**src/design/tbrt_pkg.sv**
```systemverilog
// constants and carrier types for the three-lane registered bus transceiver
`default_nettype none
package tbrt_pkg;
  localparam int TBRT_LANES = 3;
  localparam int TBRT_ADDR_W = 4;
  // register byte addresses
  localparam logic [3:0] TBRT_CTRL_ADDR = 4'h0;
  localparam logic [3:0] TBRT_STAT_ADDR = 4'h4;
  // control field positions
  localparam int TBRT_CTRL_MODE_LSB = 0;
  localparam int TBRT_CTRL_POL_BIT = 2;
  // status field positions
  localparam int TBRT_STAT_TX_LSB = 0;
  localparam int TBRT_STAT_RX_LSB = 4;
  localparam int TBRT_STAT_EN_BIT = 8;
  localparam int TBRT_STAT_BUS_LSB = 12;
  // a/b combine modes
  localparam logic [1:0] TBRT_MODE_OR = 2'h0;
  localparam logic [1:0] TBRT_MODE_AND = 2'h1;
  localparam logic [1:0] TBRT_MODE_A = 2'h2;
  localparam logic [1:0] TBRT_MODE_B = 2'h3;
  // reset values
  localparam logic [2:0] TBRT_LANE_RST = 3'h0;
  localparam logic TBRT_EN_RST = 1'b0;
  localparam logic [31:0] TBRT_ZERO_WORD = 32'h0000_0000;

  typedef struct packed {
    logic [TBRT_LANES-1:0] a;
    logic [TBRT_LANES-1:0] b;
  } tbrt_data_t;

  typedef struct packed {
    logic [TBRT_ADDR_W-1:0] address;
    logic read;
    logic write;
    logic [31:0] writedata;
    logic [3:0] byteenable;
  } tbrt_avs_req_t;
endpackage
`default_nettype wire

```
**src/design/tbrt_top.sv**
```systemverilog
// three-lane registered bus transceiver with avalon control and status
`default_nettype none
module tbrt_top
  import tbrt_pkg::*;
#(
  parameter logic [1:0] COMBINE_MODE = TBRT_MODE_OR,
  parameter logic LOAD_ACTIVE_HIGH = 1'b1
)(
  input wire logic clk,
  input wire logic rst_n,
  input wire logic ce,
  input wire logic clock_a,
  input wire logic clock_b,
  input wire tbrt_pkg::tbrt_data_t data_in,
  input wire logic transmit_load_enable,
  input wire logic [1:0] bus_drive_enable,
  input wire logic receive_gate_enable,
  input wire logic [TBRT_LANES-1:0] shared_bus_lines_in,
  output logic [TBRT_LANES-1:0] shared_bus_lines_out,
  output logic [TBRT_LANES-1:0] shared_bus_lines_oe_n,
  output logic [TBRT_LANES-1:0] receive_outputs,
  input wire tbrt_pkg::tbrt_avs_req_t avs_req,
  output logic [31:0] avs_readdata,
  output logic avs_waitrequest
);
  import tbrt_pkg::*;

  function automatic logic [TBRT_LANES-1:0] combine_ab(
    input logic [TBRT_LANES-1:0] a,
    input logic [TBRT_LANES-1:0] b,
    input logic [1:0] mode
  );
    case (mode)
      TBRT_MODE_OR: combine_ab = a | b;
      TBRT_MODE_AND: combine_ab = a & b;
      TBRT_MODE_A: combine_ab = a;
      TBRT_MODE_B: combine_ab = b;
      default: combine_ab = a | b;
    endcase
  endfunction

  // rising edge against the previous enabled sample of the same pin
  function automatic logic rose_since(
    input logic now_level,
    input logic last_level
  );
    rose_since = now_level & ~last_level;
  endfunction

  function automatic logic addr_hit(
    input logic [TBRT_ADDR_W-1:0] addr,
    input logic [TBRT_ADDR_W-1:0] target
  );
    addr_hit = (addr == target);
  endfunction

  function automatic logic [31:0] ctrl_word(
    input logic [1:0] mode,
    input logic pol
  );
    ctrl_word = TBRT_ZERO_WORD;
    ctrl_word[TBRT_CTRL_MODE_LSB +: 2] = mode;
    ctrl_word[TBRT_CTRL_POL_BIT] = pol;
  endfunction

  // bus is the resolved wire, so software sees the other drivers too
  function automatic logic [31:0] status_word(
    input logic [TBRT_LANES-1:0] tx,
    input logic [TBRT_LANES-1:0] rx,
    input logic en,
    input logic [TBRT_LANES-1:0] bus
  );
    status_word = TBRT_ZERO_WORD;
    status_word[TBRT_STAT_TX_LSB +: TBRT_LANES] = tx;
    status_word[TBRT_STAT_RX_LSB +: TBRT_LANES] = rx;
    status_word[TBRT_STAT_EN_BIT] = en;
    status_word[TBRT_STAT_BUS_LSB +: TBRT_LANES] = bus;
  endfunction

  logic clock_a_reg;
  logic clock_b_reg;
  logic clk_edge;
  logic [1:0] mode_reg;
  logic pol_reg;
  logic bus_en_reg;
  logic bus_en_next;
  logic load;
  logic [TBRT_LANES-1:0] din;
  logic [TBRT_LANES-1:0] tx_q;
  logic answering;
  logic ctrl_wr;
  logic [31:0] rdata_reg;
  logic [31:0] rdata_next;
  logic req;

  typedef enum logic [1:0] {
    TBRT_AVS_IDLE = 2'b01,
    TBRT_AVS_ANSWER = 2'b10
  } tbrt_avs_state_t;

  tbrt_avs_state_t avs_state_reg;
  tbrt_avs_state_t avs_state_next;

  // pins are synchronous, so edge detect by a single previous sample
  always_ff @(posedge clk or negedge rst_n) begin
    if (!rst_n) begin
      clock_a_reg <= 1'b0;
      clock_b_reg <= 1'b0;
    end else if (ce) begin
      clock_a_reg <= clock_a;
      clock_b_reg <= clock_b;
    end
  end

  // coincident rises give one edge, not two
  assign clk_edge = rose_since(clock_a, clock_a_reg) | rose_since(clock_b, clock_b_reg);

  assign load = (transmit_load_enable == pol_reg);
  assign din = combine_ab(data_in.a, data_in.b, mode_reg);

  // either enable high keeps the lanes driving
  assign bus_en_next = |bus_drive_enable;

  always_ff @(posedge clk or negedge rst_n) begin
    if (!rst_n) begin
      bus_en_reg <= TBRT_EN_RST;
    end else if (ce && clk_edge) begin
      bus_en_reg <= bus_en_next;
    end
  end

  genvar i;
  generate
    for (i = 0; i < TBRT_LANES; i++) begin : g_lane
      tbrt_lane u_lane (
        .clk(clk),
        .rst_n(rst_n),
        .ce(ce),
        .clk_edge(clk_edge),
        .load(load),
        .din(din[i]),
        .bus_in(shared_bus_lines_in[i]),
        .rx_gate(receive_gate_enable),
        .tx_q(tx_q[i]),
        .rx_q(receive_outputs[i])
      );
    end
  endgenerate

  // open-emitter style: only a high is driven, a low releases the line
  assign shared_bus_lines_out = {TBRT_LANES{1'b1}};
  assign shared_bus_lines_oe_n = ~(tx_q & {TBRT_LANES{bus_en_reg}});

  // avalon slave: every access answers on its second cycle
  assign req = avs_req.read | avs_req.write;
  assign answering = (avs_state_reg == TBRT_AVS_ANSWER);
  assign avs_waitrequest = req & ~answering;

  // the answer state always falls back to idle, so back-to-back accesses take two cycles each
  always_comb begin
    avs_state_next = avs_state_reg;
    case (avs_state_reg)
      TBRT_AVS_IDLE: begin
        if (req) begin
          avs_state_next = TBRT_AVS_ANSWER;
        end
      end
      TBRT_AVS_ANSWER: begin
        avs_state_next = TBRT_AVS_IDLE;
      end
      default: begin
        avs_state_next = TBRT_AVS_IDLE;
      end
    endcase
  end

  always_ff @(posedge clk or negedge rst_n) begin
    if (!rst_n) begin
      avs_state_reg <= TBRT_AVS_IDLE;
    end else if (ce) begin
      avs_state_reg <= avs_state_next;
    end
  end

  // a write lands only on the answering cycle; byte lane 0 guards the control bits
  assign ctrl_wr = avs_req.write & answering & addr_hit(avs_req.address, TBRT_CTRL_ADDR) & avs_req.byteenable[0];

  always_ff @(posedge clk or negedge rst_n) begin
    if (!rst_n) begin
      mode_reg <= COMBINE_MODE;
      pol_reg <= LOAD_ACTIVE_HIGH;
    end else if (ce && ctrl_wr) begin
      mode_reg <= avs_req.writedata[TBRT_CTRL_MODE_LSB +: 2];
      pol_reg <= avs_req.writedata[TBRT_CTRL_POL_BIT];
    end
  end

  // read data is taken on the first cycle, so it shows state as it stood when the request arrived
  always_comb begin
    rdata_next = TBRT_ZERO_WORD;
    if (addr_hit(avs_req.address, TBRT_CTRL_ADDR)) begin
      rdata_next = ctrl_word(mode_reg, pol_reg);
    end else if (addr_hit(avs_req.address, TBRT_STAT_ADDR)) begin
      rdata_next = status_word(tx_q, receive_outputs, bus_en_reg, shared_bus_lines_in);
    end
  end

  always_ff @(posedge clk or negedge rst_n) begin
    if (!rst_n) begin
      rdata_reg <= TBRT_ZERO_WORD;
    end else if (ce && avs_req.read && !answering) begin
      rdata_reg <= rdata_next;
    end
  end

  assign avs_readdata = rdata_reg;
endmodule // tbrt_top
`default_nettype wire

```
**src/design/tbrt_lane.sv**
```systemverilog
// one transceiver lane: transmit register and receive register
`default_nettype none
module tbrt_lane
  import tbrt_pkg::*;
(
  input wire logic clk,
  input wire logic rst_n,
  input wire logic ce,
  input wire logic clk_edge,
  input wire logic load,
  input wire logic din,
  input wire logic bus_in,
  input wire logic rx_gate,
  output logic tx_q,
  output logic rx_q
);
  always_ff @(posedge clk or negedge rst_n) begin
    if (!rst_n) begin
      tx_q <= TBRT_LANE_RST[0];
    end else if (ce && clk_edge && load) begin
      tx_q <= din;
    end
  end

  // gate low holds the captured value rather than forcing zero
  always_ff @(posedge clk or negedge rst_n) begin
    if (!rst_n) begin
      rx_q <= TBRT_LANE_RST[0];
    end else if (ce && clk_edge && rx_gate) begin
      rx_q <= bus_in;
    end
  end
endmodule // tbrt_lane
`default_nettype wire

```
**config.mk**
```make
export PLATFORM = sky130hd
export DESIGN_NAME = tbrt_top
export DESIGN_NICKNAME = d
export VERILOG_FILES = /design/src/design/tbrt_pkg.sv /design/src/design/tbrt_top.sv /design/src/design/tbrt_lane.sv
export SDC_FILE = /design/constraint.sdc
export NUM_CORES = 1
export LEC_CHECK = 0
export BUFFER_PORTS_ARGS = -buffer_cell sky130_fd_sc_hd__buf_4
export CORE_ASPECT_RATIO = 1.5
export CORE_MARGIN = 2
export CORE_UTILIZATION = 30
export CTS_CLUSTER_DIAMETER = 120
export DETAILED_ROUTE_END_ITERATION = 12
export SLEW_MARGIN = 10
export SYNTH_ARGS = -nofsm -noshare
export SYNTH_HDL_FRONTEND = slang
export SYNTH_SLANG_ARGS = --single-unit
```
**constraint.sdc**
```tcl
create_clock -name clk -period 4.1 [get_ports clk]
set_input_delay 0.205 -clock clk [delete_from_list [all_inputs] [get_ports clk]]
set_output_delay 0.205 -clock clk [all_outputs]
set_load 0.05 [all_outputs]
```
==> parameters.txt <==
Parameter                              Value

Worst setup path
  Signal arrival time at the worst endpoint ... around 1700 ps
  Worst setup path category ... flop to flop
  Maximum fanout encountered on the critical timing path ... 12
  Element type at the critical path end ... flop
  Worst setup SP type ... flop
  Data required time at the worst endpoint ... between 4000 and 5000 ps

STA
  Count of pins over their slew limit ... 0
  Setup Total Neg Slack ... 0 ps
  Crit path time final ... between 1500 and 2000 ps
  Setup repair after global routing missed its margin ... false
  Worst Clk Skew ... 2.33 ps
  Share of the clock period used by the worst path ... 36.6%
  Final Setup Violations ... 0
  Highest Clock Rate ... 666 MHz
  Final hold violation count ... 0

Drt
  Drt first-iter violations ... 29
  Total DRC errors in the routed layout ... 0
  Top layer used by detailed routing ... met4
  Number of routed nets with antenna violations ... 0
  Wire length after detailed routing ... 2470 um
  M1 wire length ... 946 um
  Detail Route met2 WL ... 1310 um
  Met3 routed WL ... approximately 150 um
  Number of detailed-routing iterations run before antenna repair ... 4
  Vias after detailed routing ... 965
  Via-per-instance ratio ... ~4.4
  Routed wire per std cell ... 11.3 um

Power and ir drop
  Power density of the placed cells ... roughly 430 nW/um^2
  Largest vdd supply drop ... 226 uV
  Power share of the combinational group ... around 37%
  Overall power after layout ... around 700 uW
  Internal power summed over all cells ... 429 uW
  Flop pwr share ... 41.2%
  Standby leakage power ... around 0.00081 uW
  Switching power as a share of total power ... around two fifths
  Clock share of power ... ~22%
  Power spent charging and discharging nets ... approximately 270 uW

Floorplan
  Num ports ... 102
  Row count ... 29
  Initial Util ... between 30 and 40%
  Die area ... 4970 um^2
  Overall die width ... 58.2 um
  Area inside the core boundary ... 4250 um^2
  Die Y ... 85.4 um

Placed design
  HPWL reported at the end of detailed placement ... 2060 um
  Buffers added on ports ... 44
  Placed instance area ... 1570 um^2
  Gpl congestion ... 0.730

Synthesis
  Yosys top cell by area ... sky130_fd_sc_hd__dfrtp_1
  Proportion of netlist area held by the largest area contributor ... a little over 40%
  Summed instance area of the synthesized netlist ... 1320 um^2
  Most numerous cell types in the synthesized netlist ... sky130_fd_sc_hd__buf_4, sky130_fd_sc_hd__dfrtp_1, sky130_fd_sc_hd__nand2_1, sky130_fd_sc_hd__o21ai_0, sky130_fd_sc_hd__mux2_2
  Cell variety after synth ... 28
  Ranking of synthesized cells by area ... sky130_fd_sc_hd__dfrtp_1, sky130_fd_sc_hd__buf_4, sky130_fd_sc_hd__mux2_2
  Number of synthesized register bits ... 24
  Mean post-synth cell area ... 10.0 um^2
  Post-synthesis async set-or-reset flop share ... 100%
  Fraction of the yosys area taken by sequential cells ... 45.6%
  Synth Instances ... about 130
  Dominant cell by count in the synthesized netlist ... sky130_fd_sc_hd__buf_4
  Number of synthesized flops with an enable pin ... 0
  Yosys synthesis warning count ... 0
  Most common flop cell mapped by yosys ... sky130_fd_sc_hd__dfrtp_1

Clock network
  CTS tree ... yes
  Clock-pin transition on the worst setup and hold timing paths ... 80 ps
  Clock tree buffer depth ... 2
  Hold-fix buffers at CTS ... 1
  Number of buffers inserted during clock tree synthesis ... 3
  Clock insertion delay at the later pin of the skew report ... 260 ps
  CTS root buf ... sky130_fd_sc_hd__clkbuf_8
  Number of gates given a new drive strength after cts ... 0
  Count of buffers added by post-CTS timing repair for setup ... 0
  CTS H-tree lvls ... 1
  TritonCTS Sinks ... 24

Global route
  Pin count of the biggest net entering global routing ... 25
  Global-route wire length before repair ... 4090 um
  Initial antenna violation count ... 0
  GRT Residual Overflow ... 0
  Total GRT Usage ... 10.6%
  Number of global-route vias before repair ... 937

Final layout
  Max FFs per register ... 10
  Final instance area ... roughly 1600 um^2
  Area added between synthesis and finish ... 23.8%
  Net count, final ... 234
  Antenna Cells ... 0
  Layout cells sized above 1 ... 37.0%

Status
  Result of the run ... completed

Flow run
  Max-cap viol count ... 0

Worst hold path
  Kind of path behind the tightest hold check ... input pin to flop
==> layout make-up <==
| cell class | instances | area, um^2 |
|---|---|---|
| fillers | 459 | 2610 |
| flip-flops and latches | 24 | 603 |
| multi-input cells | 99 | 579 |
| repair buffers | 45 | 340 |
| well taps | 46 | 57.6 |
| clock buffers | 4 | 55.1 |
| inverters | 1 | 3.75 |
==> power groups by stage <==
stage | clock network [uW] | registers [uW] | logic (uW)
final | 155 | 287 | 254
after detailed placement | 0 | 293 | 256
after global placement | 0 | 292 | 254
after global routing | 170 | 292 | 270
after floorplan | 0 | 303 | 198
after CTS | 159 | 288 | 257
==> worst max-delay path: stages (launching register included) <==
cell and delay, ps:
sky130_fd_sc_hd__dfstp_2 540, sky130_fd_sc_hd__or2b_2 150, sky130_fd_sc_hd__nand3_1 350, sky130_fd_sc_hd__a22o_1 350
==> cell families (layout without fill, tap and decap cells) <==
logic type | Yosys count | count (layout) | share of synthesized area (%)
AO/OA/AOI/OAI | 25 | 25 | 11.3
XOR/XNOR | 1 | 1 | 0.662
buffers and inverters | 32 | 50 | 17.2
flip-flops | 24 | 24 | 45.6
multiplexers | 14 | 14 | 11.8
other | 2 | 25 | 0.567
AND/OR/NAND/NOR | 34 | 34 | 12.9
==> cell usage in the layout (no fill, tap or decap) <==
| cell | instances |
|---|---|
| sky130_fd_sc_hd__mux2i_1 | 1 |
| sky130_fd_sc_hd__dfrtp_1 | 22 |
| sky130_fd_sc_hd__nor2_1 | 3 |
| sky130_fd_sc_hd__or2b_2 | 1 |
| sky130_fd_sc_hd__mux2_2 | 10 |
| sky130_fd_sc_hd__nand4b_1 | 1 |
| sky130_fd_sc_hd__nand3_1 | 1 |
| sky130_fd_sc_hd__a22o_1 | 2 |
| sky130_fd_sc_hd__conb_1 | 25 |
| sky130_fd_sc_hd__a21oi_1 | 7 |
| sky130_fd_sc_hd__mux2_1 | 3 |
| sky130_fd_sc_hd__nand2b_1 | 3 |
| sky130_fd_sc_hd__xnor2_1 | 1 |
| sky130_fd_sc_hd__nand2_1 | 21 |
| sky130_fd_sc_hd__or3_4 | 1 |
| sky130_fd_sc_hd__o21ai_0 | 11 |
| sky130_fd_sc_hd__a21boi_2 | 1 |
| sky130_fd_sc_hd__dlygate4sd3_1 | 1 |
| sky130_fd_sc_hd__dfstp_2 | 2 |
| sky130_fd_sc_hd__nor3_1 | 1 |
| sky130_fd_sc_hd__nor3_4 | 1 |
| sky130_fd_sc_hd__inv_1 | 1 |
| sky130_fd_sc_hd__o31ai_1 | 1 |
| sky130_fd_sc_hd__o21a_1 | 2 |
| sky130_fd_sc_hd__o2111ai_1 | 1 |
| sky130_fd_sc_hd__and3_1 | 1 |
| sky130_fd_sc_hd__buf_4 | 44 |
| sky130_fd_sc_hd__clkbuf_8 | 4 |
==> path summary, 6_finish.rpt <==
path                                         from               endpoint  slack, ps  depth (start not counted)
setup / recovery                 avs_state_reg[0]        avs_readdata[2]       2600                          3
hold / removal             shared_bus_lines_in[1]  g_lane[1].u_lane.rx_q        170                          2
setup reg to reg                 avs_state_reg[0]        avs_readdata[2]       2600                          3
hold reg to reg                   avs_readdata[8]        avs_readdata[8]        480                          2
max in group asynchronous                   rst_n       avs_state_reg[0]       3450                          2
min in group asynchronous                   rst_n        avs_readdata[4]        370                          2
==> metrics by stage <==
step | setup slack, ps | std cells | hold WS [ps] | utilization, %
after detailed placement | 2600 | 214 | 123 | 37.1
after floorplan | 2740 | 155 | -90.6 | -
after global routing | 2480 | 219 | 169 | 38.6
after CTS | 2590 | 219 | 172 | 38.6
after global placement | 2610 | 214 | 124 | 37.1
final | 2600 | 219 | 174 | 38.6
==> routing by layer <==
metal / up-vias / track usage, %
met1: 446 / 12.9
met4: 0 / 5.29
li1: 473 / -
met5: - / 0
met2: 42 / 18.3
met3: 4 / 1.07
Power figures use the tool's default switching activity.
